--- config.mk ---
export PLATFORM = sky130hd
export DESIGN_NAME = hprw_top
export DESIGN_NICKNAME = d
export VERILOG_FILES = /design/src/rtl/hprw_pkg.sv /design/src/rtl/hprw_tick_gen.sv /design/src/rtl/hprw_top.sv
export VERILOG_INCLUDE_DIRS = /design/src /design/src/rtl
export SDC_FILE = /design/constraint.sdc
export NUM_CORES = 1
export LEC_CHECK = 0
export BUFFER_PORTS_ARGS = -buffer_cell sky130_fd_sc_hd__buf_2
export CAP_MARGIN = 10
export CELL_PAD_IN_SITES_DETAIL_PLACEMENT = 1
export CELL_PAD_IN_SITES_GLOBAL_PLACEMENT = 2
export CORE_ASPECT_RATIO = 1.25
export CORE_UTILIZATION = 35
export DETAILED_ROUTE_END_ITERATION = 12
export PLACE_DENSITY = 0.81
export SYNTH_ARGS = -nofsm -noshare
export SYNTH_HDL_FRONTEND = slang
export SYNTH_SLANG_ARGS = --single-unit
--- constraint.sdc ---
create_clock -name clk_sys_in -period 3.9 [get_ports clk_sys_in]
set_input_delay 0 -clock clk_sys_in [delete_from_list [all_inputs] [get_ports clk_sys_in]]
set_output_delay 0 -clock clk_sys_in [all_outputs]
set_load 0.02 [all_outputs]
--- src/rtl/hprw_params.svh ---
`ifndef HPRW_PARAMS_SVH
`define HPRW_PARAMS_SVH

// command and reply packet types
`define HPRW_CMD_PWR_CFG 8'h1C
`define HPRW_CMD_WDOG 8'h1D
`define HPRW_RSP_OR 8'h40
`define HPRW_LEN_ONE 8'h01
`define HPRW_LEN_TWO 8'h02

// function mask bit positions
`define HPRW_BIT_AUTO_POL 0
`define HPRW_BIT_RST_INV 1
`define HPRW_BIT_PWR_INV 2
`define HPRW_BIT_BLANK 4
`define HPRW_BIT_REBOOT 5
`define HPRW_BIT_WAKE 6
`define HPRW_BIT_SHUTDOWN 7

// reset values
`define HPRW_MASK_RST 8'h00
`define HPRW_PLEN_RST 8'h20
`define HPRW_WDOG_RST 8'h00

// pulse length that means hold until sense changes
`define HPRW_PLEN_HOLD 8'hFF

// key and pulse timing, in 1/32 s ticks
`define HPRW_HOLD_LONG_TICKS 8'h80
`define HPRW_HOLD_SHORT_TICKS 8'h08
`define HPRW_RST_PULSE_TICKS 8'h20
`define HPRW_EXTEND_TICKS 8'hA0
`define HPRW_TICKS_PER_SEC 5'h1F

// clock and tick timing
`define HPRW_CLK_FREQ_HZ 50000000
`define HPRW_TICK_RATE_HZ 32
`define HPRW_TICK_CYC (`HPRW_CLK_FREQ_HZ / `HPRW_TICK_RATE_HZ)

`endif

--- src/rtl/hprw_pkg.sv ---
package hprw_pkg;

    typedef enum logic [2:0]
    {
        HPRW_IDLE = 3'h0,
        HPRW_RST_PULSE = 3'h1,
        HPRW_PWR_PULSE = 3'h2,
        HPRW_PWR_EXTEND = 3'h3,
        HPRW_SELF_RST = 3'h4
    } hprw_state_e;

endpackage

--- src/rtl/hprw_tick_gen.sv ---
`timescale 1ns/100ps
`include "hprw_params.svh"

module hprw_tick_gen
#(
    parameter int TICK_CYC = `HPRW_TICK_CYC
)
(
    input wire logic clk_sys_in,
    input wire logic rst_n_in,
    input wire logic clr_in,
    output logic tick32_out,
    output logic tick_sec_out
);

    localparam int W = (TICK_CYC > 1) ? $clog2(TICK_CYC) : 1;

    logic [W-1:0] div_r;
    logic [W-1:0] div_nxt;
    logic [4:0] sec_r;
    logic [4:0] sec_nxt;
    logic t32_r;
    logic t32_nxt;
    logic ts_r;
    logic ts_nxt;

    // 1/32 s tick from the clock, 1 s tick from 32 of those
    always_comb
    begin
        div_nxt = div_r + W'(1);
        sec_nxt = sec_r;
        t32_nxt = 1'b0;
        ts_nxt = 1'b0;
        if (clr_in)
        begin
            div_nxt = '0;
            sec_nxt = 5'h00;
        end
        else if (div_r == W'(TICK_CYC - 1))
        begin
            div_nxt = '0;
            t32_nxt = 1'b1;
            sec_nxt = sec_r + 5'h01;
            if (sec_r == `HPRW_TICKS_PER_SEC)
            begin
                ts_nxt = 1'b1;
            end
        end
    end

    always_ff @(posedge clk_sys_in or negedge rst_n_in)
    begin
        if (!rst_n_in)
        begin
            div_r <= '0;
            sec_r <= 5'h00;
            t32_r <= 1'b0;
            ts_r <= 1'b0;
        end
        else
        begin
            div_r <= div_nxt;
            sec_r <= sec_nxt;
            t32_r <= t32_nxt;
            ts_r <= ts_nxt;
        end
    end

    assign tick32_out = t32_r;
    assign tick_sec_out = ts_r;

endmodule

--- src/rtl/hprw_top.sv ---
`timescale 1ns/100ps
`include "hprw_params.svh"

// Behaviour
// - blank display and backlight while blanking enabled and host sense low
// - mask bit0 auto polarity, bit1 reset drives high, bit2 power drives high
// - auto polarity overrides both invert bits
// - mask bit5 key reboot, bit6 key wake, bit7 key shutdown
// - second byte sets power pulse length in 1/32 s ticks
// - one-byte config keeps the held pulse length
// - pulse length defaults to 32 ticks
// - length 255 drives power until host sense changes
// - config command answered with type 0x5C, no data
// - watchdog 0x1D one timeout byte, zero disables it
// - watchdog expiry pulses host reset like key reboot
// - watchdog off after reset, fires once until re-enabled
// - status shows function mask and watchdog counter
// - confirm held 4 s with sense high pulses reset 1 s, then self reset
// - confirm held 0.25 s with sense low pulses power for set length
// - cancel held 4 s with sense high pulses power, holding extends 5 s
// - reset and power pins float except during their pulse
module hprw_top
#(
    parameter int TICK_CYC = `HPRW_TICK_CYC
)
(
    input wire logic clk_sys_in,
    input wire logic rst_n_in,
    input wire logic cmd_valid_in,
    input wire logic [7:0] cmd_type_in,
    input wire logic [7:0] cmd_len_in,
    input wire logic [7:0] cmd_data0_in,
    input wire logic [7:0] cmd_data1_in,
    input wire logic host_sense_in,
    input wire logic key_confirm_in,
    input wire logic key_cancel_in,
    input wire logic rst_pin_in,
    input wire logic pwr_pin_in,
    output logic rst_pin_out,
    output logic rst_pin_oe_out,
    output logic pwr_pin_out,
    output logic pwr_pin_oe_out,
    output logic display_blank_out,
    output logic backlight_off_out,
    output logic rsp_valid_out,
    output logic [7:0] rsp_type_out,
    output logic [7:0] mask_out,
    output logic [7:0] wdog_count_out,
    output logic [7:0] pulse_len_out,
    output logic self_reset_out
);

    hprw_pkg::hprw_state_e state_r;
    hprw_pkg::hprw_state_e state_nxt;
    logic [7:0] mask_r;
    logic [7:0] mask_nxt;
    logic [7:0] plen_r;
    logic [7:0] plen_nxt;
    logic [7:0] wd_r;
    logic [7:0] wd_nxt;
    logic pend_r;
    logic pend_nxt;
    logic [7:0] cnt_r;
    logic [7:0] cnt_nxt;
    logic sense_start_r;
    logic sense_start_nxt;
    logic self_after_r;
    logic self_after_nxt;
    logic extend_ok_r;
    logic extend_ok_nxt;
    logic [7:0] hold_c_r;
    logic [7:0] hold_c_nxt;
    logic [7:0] hold_x_r;
    logic [7:0] hold_x_nxt;
    logic lock_r;
    logic lock_nxt;
    logic rst_o_r;
    logic rst_o_nxt;
    logic rst_oe_r;
    logic rst_oe_nxt;
    logic pwr_o_r;
    logic pwr_o_nxt;
    logic pwr_oe_r;
    logic pwr_oe_nxt;
    logic blank_r;
    logic blank_nxt;
    logic rsp_v_r;
    logic rsp_v_nxt;
    logic [7:0] rsp_t_r;
    logic [7:0] rsp_t_nxt;
    logic self_r;
    logic self_nxt;
    logic tick32;
    logic tick_sec;
    logic tick_clr;
    logic pulse_done;
    logic idle;

    // active level of a pin: opposite of idle level, or the invert bit
    function automatic logic active_level(input logic auto_pol, input logic inv,
                                          input logic idle_lvl);
        active_level = auto_pol ? ~idle_lvl : inv;
    endfunction

    hprw_tick_gen #(
        .TICK_CYC(TICK_CYC)
    ) u_tick (
        .clk_sys_in(clk_sys_in),
        .rst_n_in(rst_n_in),
        .clr_in(tick_clr),
        .tick32_out(tick32),
        .tick_sec_out(tick_sec)
    );

    assign idle = (state_r == hprw_pkg::HPRW_IDLE);
    // timed power pulse ends on the tick that reaches the length
    assign pulse_done = ({1'b0, cnt_r} + 9'h001) >= {1'b0, plen_r};

    // commands, watchdog and status
    always_comb
    begin
        mask_nxt = mask_r;
        plen_nxt = plen_r;
        wd_nxt = wd_r;
        pend_nxt = pend_r;
        rsp_v_nxt = 1'b0;
        rsp_t_nxt = rsp_t_r;
        tick_clr = 1'b0;
        blank_nxt = mask_r[`HPRW_BIT_BLANK] & ~host_sense_in;
        // service clears the pending expiry; a new expiry below wins
        if (idle && pend_r)
        begin
            pend_nxt = 1'b0;
        end
        if (cmd_valid_in && (cmd_type_in == `HPRW_CMD_PWR_CFG) &&
            ((cmd_len_in == `HPRW_LEN_ONE) || (cmd_len_in == `HPRW_LEN_TWO)))
        begin
            mask_nxt = cmd_data0_in;
            if (cmd_len_in == `HPRW_LEN_TWO)
            begin
                plen_nxt = cmd_data1_in;
            end
            rsp_v_nxt = 1'b1;
            rsp_t_nxt = `HPRW_RSP_OR | `HPRW_CMD_PWR_CFG;
        end
        else if (cmd_valid_in && (cmd_type_in == `HPRW_CMD_WDOG) &&
                 (cmd_len_in == `HPRW_LEN_ONE))
        begin
            wd_nxt = cmd_data0_in;
            tick_clr = 1'b1;
            rsp_v_nxt = 1'b1;
            rsp_t_nxt = `HPRW_RSP_OR | `HPRW_CMD_WDOG;
        end
        else if (tick_sec && (wd_r != 8'h00))
        begin
            wd_nxt = wd_r - 8'h01;
            if (wd_r == 8'h01)
            begin
                pend_nxt = 1'b1;
            end
        end
    end

    // key hold counters, locked while busy and until both keys are released
    always_comb
    begin
        lock_nxt = !idle || (lock_r && (key_confirm_in || key_cancel_in));
        hold_c_nxt = hold_c_r;
        hold_x_nxt = hold_x_r;
        if (!key_confirm_in || lock_r || !idle)
        begin
            hold_c_nxt = 8'h00;
        end
        else if (tick32 && (hold_c_r != 8'hFF))
        begin
            hold_c_nxt = hold_c_r + 8'h01;
        end
        if (!key_cancel_in || lock_r || !idle)
        begin
            hold_x_nxt = 8'h00;
        end
        else if (tick32 && (hold_x_r != 8'hFF))
        begin
            hold_x_nxt = hold_x_r + 8'h01;
        end
    end

    // pulse sequencer
    always_comb
    begin
        state_nxt = state_r;
        cnt_nxt = cnt_r;
        sense_start_nxt = sense_start_r;
        self_after_nxt = self_after_r;
        extend_ok_nxt = extend_ok_r;
        rst_o_nxt = rst_o_r;
        rst_oe_nxt = rst_oe_r;
        pwr_o_nxt = pwr_o_r;
        pwr_oe_nxt = pwr_oe_r;
        self_nxt = 1'b0;
        unique case (state_r)
            hprw_pkg::HPRW_IDLE:
            begin
                cnt_nxt = 8'h00;
                sense_start_nxt = host_sense_in;
                if (pend_r ||
                    (host_sense_in && mask_r[`HPRW_BIT_REBOOT] &&
                     (hold_c_r >= `HPRW_HOLD_LONG_TICKS)))
                begin
                    self_after_nxt = !pend_r;
                    rst_o_nxt = active_level(mask_r[`HPRW_BIT_AUTO_POL],
                                             mask_r[`HPRW_BIT_RST_INV], rst_pin_in);
                    rst_oe_nxt = 1'b1;
                    state_nxt = hprw_pkg::HPRW_RST_PULSE;
                end
                else if ((!host_sense_in && mask_r[`HPRW_BIT_WAKE] &&
                          (hold_c_r >= `HPRW_HOLD_SHORT_TICKS)) ||
                         (host_sense_in && mask_r[`HPRW_BIT_SHUTDOWN] &&
                          (hold_x_r >= `HPRW_HOLD_LONG_TICKS)))
                begin
                    self_after_nxt = !host_sense_in;
                    extend_ok_nxt = host_sense_in;
                    pwr_o_nxt = active_level(mask_r[`HPRW_BIT_AUTO_POL],
                                             mask_r[`HPRW_BIT_PWR_INV], pwr_pin_in);
                    pwr_oe_nxt = 1'b1;
                    state_nxt = hprw_pkg::HPRW_PWR_PULSE;
                end
            end
            hprw_pkg::HPRW_RST_PULSE:
            begin
                if (tick32)
                begin
                    if (cnt_r == (`HPRW_RST_PULSE_TICKS - 8'h01))
                    begin
                        rst_oe_nxt = 1'b0;
                        state_nxt = self_after_r ? hprw_pkg::HPRW_SELF_RST
                                                 : hprw_pkg::HPRW_IDLE;
                    end
                    else
                    begin
                        cnt_nxt = cnt_r + 8'h01;
                    end
                end
            end
            hprw_pkg::HPRW_PWR_PULSE:
            begin
                if ((plen_r == `HPRW_PLEN_HOLD) ? (host_sense_in != sense_start_r)
                                                : (tick32 && pulse_done))
                begin
                    cnt_nxt = 8'h00;
                    if (extend_ok_r && key_cancel_in)
                    begin
                        state_nxt = hprw_pkg::HPRW_PWR_EXTEND;
                    end
                    else
                    begin
                        pwr_oe_nxt = 1'b0;
                        state_nxt = self_after_r ? hprw_pkg::HPRW_SELF_RST
                                                 : hprw_pkg::HPRW_IDLE;
                    end
                end
                else if (tick32)
                begin
                    cnt_nxt = cnt_r + 8'h01;
                end
            end
            hprw_pkg::HPRW_PWR_EXTEND:
            begin
                if (!key_cancel_in ||
                    (tick32 && (cnt_r == (`HPRW_EXTEND_TICKS - 8'h01))))
                begin
                    pwr_oe_nxt = 1'b0;
                    state_nxt = hprw_pkg::HPRW_IDLE;
                end
                else if (tick32)
                begin
                    cnt_nxt = cnt_r + 8'h01;
                end
            end
            hprw_pkg::HPRW_SELF_RST:
            begin
                self_nxt = 1'b1;
                state_nxt = hprw_pkg::HPRW_IDLE;
            end
            default:
            begin
                rst_oe_nxt = 1'b0;
                pwr_oe_nxt = 1'b0;
                state_nxt = hprw_pkg::HPRW_IDLE;
            end
        endcase
    end

    always_ff @(posedge clk_sys_in or negedge rst_n_in)
    begin
        if (!rst_n_in)
        begin
            state_r <= hprw_pkg::HPRW_IDLE;
            mask_r <= `HPRW_MASK_RST;
            plen_r <= `HPRW_PLEN_RST;
            wd_r <= `HPRW_WDOG_RST;
            pend_r <= 1'b0;
            cnt_r <= 8'h00;
            sense_start_r <= 1'b0;
            self_after_r <= 1'b0;
            extend_ok_r <= 1'b0;
            hold_c_r <= 8'h00;
            hold_x_r <= 8'h00;
            lock_r <= 1'b0;
            rst_o_r <= 1'b0;
            rst_oe_r <= 1'b0;
            pwr_o_r <= 1'b0;
            pwr_oe_r <= 1'b0;
            blank_r <= 1'b0;
            rsp_v_r <= 1'b0;
            rsp_t_r <= 8'h00;
            self_r <= 1'b0;
        end
        else
        begin
            state_r <= state_nxt;
            mask_r <= mask_nxt;
            plen_r <= plen_nxt;
            wd_r <= wd_nxt;
            pend_r <= pend_nxt;
            cnt_r <= cnt_nxt;
            sense_start_r <= sense_start_nxt;
            self_after_r <= self_after_nxt;
            extend_ok_r <= extend_ok_nxt;
            hold_c_r <= hold_c_nxt;
            hold_x_r <= hold_x_nxt;
            lock_r <= lock_nxt;
            rst_o_r <= rst_o_nxt;
            rst_oe_r <= rst_oe_nxt;
            pwr_o_r <= pwr_o_nxt;
            pwr_oe_r <= pwr_oe_nxt;
            blank_r <= blank_nxt;
            rsp_v_r <= rsp_v_nxt;
            rsp_t_r <= rsp_t_nxt;
            self_r <= self_nxt;
        end
    end

    assign rst_pin_out = rst_o_r;
    assign rst_pin_oe_out = rst_oe_r;
    assign pwr_pin_out = pwr_o_r;
    assign pwr_pin_oe_out = pwr_oe_r;
    assign display_blank_out = blank_r;
    assign backlight_off_out = blank_r;
    assign rsp_valid_out = rsp_v_r;
    assign rsp_type_out = rsp_t_r;
    assign mask_out = mask_r;
    assign wdog_count_out = wd_r;
    assign pulse_len_out = plen_r;
    assign self_reset_out = self_r;

endmodule

==> impl_results.md <==
* Status: finished clean
* Port Buffer Count at 76
* Startpoint types: register
* FFs w/ async S/R, synth at 1.000
* Gr usage total at 0.1979
* H-tree lvl count at 3
* Site Rows at 48
* Crit-path leading delay family: simple AND/OR/NAND/NOR gates
* I/O pin count at 80
* Drt drc at 0
* Synth cell types at 62
* Max IR drop VDD at around 0.17 mV
* Crit Path Max Fanout at 8
* First DRT Iteration DRCs at about 140
* Worst Skew at 7.017 ps
* Maximum clock path buffer count at 2
* Area Overhead vs Synth at 20.12%
* Via count at 4075
* Hold path start: rst_pin_in
* Mapped Avg Cell Area at about 9.7 um^2
* CP Capture Type: register
* Count of pins over their slew limit at 0
* Most used DFF post-synth: dfrtp_1
* YS warnings at 0
* Pre-antenna DRT Iters at 4
* Post-cts sizing count at 0
* FF-to-FF path depth at 12
* Clk_lat worst skew at about 350 ps
* Leak Pwr at around 2.8 nW
* Final hold violation count at 0
* CP startpoint: cnt_r[0]
* Post-synthesis sequential area ratio at 0.4685
* Die Y at ~140 um
* ANT cells at 0
* Fin crit share at 0.8595
* Final Cell Area at between 0.005 and 0.006 mm^2
* Critical path depth in cells at 12
* Minimum clock period at around 3400 ps
* CTS sink count at just over 90
* Post-DP Area at around 0.0055 mm^2
* Via density at ~5.2
* Final setup violation count at 0
* Initial antenna violation count at 0
* Fraction of final layout cells sized beyond drive strength 1 at 0.2103
* Placer Congestion at 0.7930
* Final wirelength at between 10000 and 15000 um
* Core area at about 0.014 mm^2
* DP Wirelength at between 9000 and 10000 um
* Slowest CP cell: nor3_1
* Pwr Total at approximately 1.9 mW
* First-pass GRT wire length at approximately 23000 um
* Hold WS at between 30 and 40 ps
* Cells after Synth at 510
* CP Cell Sequence: ha_1 > nand3_2 > or2_4 > xnor2_1 > ha_1 > o21a_1 > o21ai_0 > o221a_4 > a221oi_1 > nor3_1 > o21a_4 > mux2_2
* Post-route ant nets at 0
* Hold Path Class: in2reg
* Vias in the first global route at ~4600
* Post-Place Setup Slack at ~560 ps
* Pwr Density at 324.7 mW/mm^2
* CP peak stage delay at between 500 and 600 ps
* Root Buffer: clkbuf_16
* Setup_tns at 0 ps
* CTS tree: done
* Mapped cell area at slightly below 0.005 mm^2
* Slew margin rel. at 0.4022
* Largest net degree at the start of global routing at 60
* RSZ-0062 raised after global routing: no
* Critical Path RT at ~4200 ps
* Setup Fix Bufs, Post-CTS at 0
* Die area at about 0.015 mm^2
* Clock transition at the registers of the reported paths at roughly 70 ps
* WP buf/inv at 0
* FF-to-FF Start: cnt_r[0]
* Hold Path Stages at 4
* Layout net count at between 600 and 700
* Setup CP Type: reg2reg
* Grt total ovfl at 0
* Setup ws final at approximately 550 ps
* CP Data Arrival Time at around 3600 ps
* Initial Util at 0.3598
* Most used cell along the critical path: ha_1
* Slew @ Worst Pin at a little under 900 ps
* Routed len/inst at around 17 um
* Number of synthesized flops with an enable pin at 0
* Number of fill cells at ~1600
* Max-cap violations at 0
* F_max at ~0.3 GHz
* Num CTS Buffers at 9
* FF+latch count, synth at 93
* Die width at 108.6 um
## sequential cells by signal, summed over array words and instances, names as in the netlist, 2 cells and up
signal and cells:
u_tick.sec_r 5, u_tick.div_r 21, cnt_r 8, mask_out 8, state_r 3, pulse_len_out 8, hold_x_r 8, wdog_count_out 8
hold_c_r 8, rsp_type_out 2
## repair_timing
item / 4_1_cts / 5_1_grt
hold buffers: 19 / 0
hold endpoints to repair: 85 / 0
setup endpoints to repair: 0 / 0
## report_power, final
part | internal [mW] | switching, mW | total (mW)
Sequential | 0.981 | 0.0220 | 1.00
Combinational | 0.0428 | 0.0535 | 0.0963
Clock | 0.464 | 0.374 | 0.839
Total | 1.49 | 0.450 | 1.94
## stage by stage
step / cells / utilization
finish: 779 / 0.4322
global route: 779 / 0.4322
CTS: 779 / 0.4322
detailed placement: 744 / 0.3982
global placement: 744 / 0.3982
floorplan: 512 / -
## per-layer routing
metal,vias up,global-route usage,share of wire
li1,1952,-,-
met1,2062,0.2232,0.41
met2,46,0.3713,0.55
met3,15,0.02742,0.017
met4,0,0.07357,0.019
met5,-,0,0
## area by class of cell
| cell class | instances | area, um^2 | share of cell area |
|---|---|---|---|
| inverters | 21 | 78.83 | 0.01320 |
| well taps | 175 | 219.0 | 0.03668 |
| clock buffers | 12 | 256.5 | 0.04297 |
| clock inverters | 4 | 22.52 | 0.003773 |
| repair buffers | 99 | 603.1 | 0.1010 |
| flip-flops and latches | 93 | 2328 | 0.3901 |
| multi-input cells | 375 | 2461 | 0.4123 |
## logic make-up (layout without fill, tap and decap cells)
| kind of cell | count (synthesis) | in the layout | synth area share |
|---|---|---|---|
| simple gates | 207 | 207 | 0.2080 |
| flops | 93 | 93 | 0.4685 |
| compound gates | 82 | 82 | 0.1140 |
| xor+xnor | 45 | 45 | 0.07931 |
| buf+inv | 44 | 136 | 0.04003 |
| fa+ha+maj | 19 | 19 | 0.04784 |
| mux | 19 | 19 | 0.04154 |
| other cells | 1 | 3 | 0.0007546 |
## cell usage after synthesis (all sizes together), types with 3 or more instances
cell type / n / area share
nor3: 14 / 0.014
nand3: 18 / 0.019
buf: 12 / 0.016
nor4b: 4 / 0.0083
nand2: 45 / 0.034
a21oi: 16 / 0.016
mux2: 13 / 0.029
clkbuf: 11 / 0.0086
mux2i: 6 / 0.012
dfrtp: 92 / 0.46
o21ai: 29 / 0.029
xor2: 26 / 0.046
nor2: 65 / 0.049
inv: 21 / 0.016
nor4: 6 / 0.0076
and3: 6 / 0.0076
a21o: 4 / 0.0070
ha: 19 / 0.048
nand4: 15 / 0.019
and2: 3 / 0.0038
a31oi: 7 / 0.0088
nor2b: 5 / 0.0063
or3: 9 / 0.011
or2: 3 / 0.0043
xnor2: 19 / 0.033
a22o: 7 / 0.013
nor3b: 3 / 0.0045
## final timing paths
check	endpoint	slack, ps
max	cnt_r[0]	550
min	rst_pin_out	30
max reg2reg	cnt_r[0]	550
min reg2reg	sense_start_r	510
max in group asynchronous	pulse_len_out[5]	2670
min in group asynchronous	pulse_len_out[3]	260
## tightest hold or removal path, delay by kind of cell
family                 cells  cell delay, ps
AO/OA/AOI/OAI              1              80
buffers and inverters      2             120
multiplexers               1             140
## cells in the final DEF, fill, tap and decap left out, types with 4 or more instances in the layout
master and n:
mux2i_1 6, mux2_2 13, nor2_1 65, a22o_1 5
dfrtp_1 92, a21oi_1 16, buf_4 5, nor3_1 13
nand2_1 45, clkbuf_16 9, dlygate4sd3_1 19, nor2b_1 5
o21ai_0 28, nand4_1 15, a31oi_1 7, xnor2_1 19
inv_1 21, nor4_1 6, or3_1 9, a21o_2 4
xor2_1 26, buf_2 75, and3_1 6, ha_1 19
nand3_1 17
(Power assumes the default switching activity.)
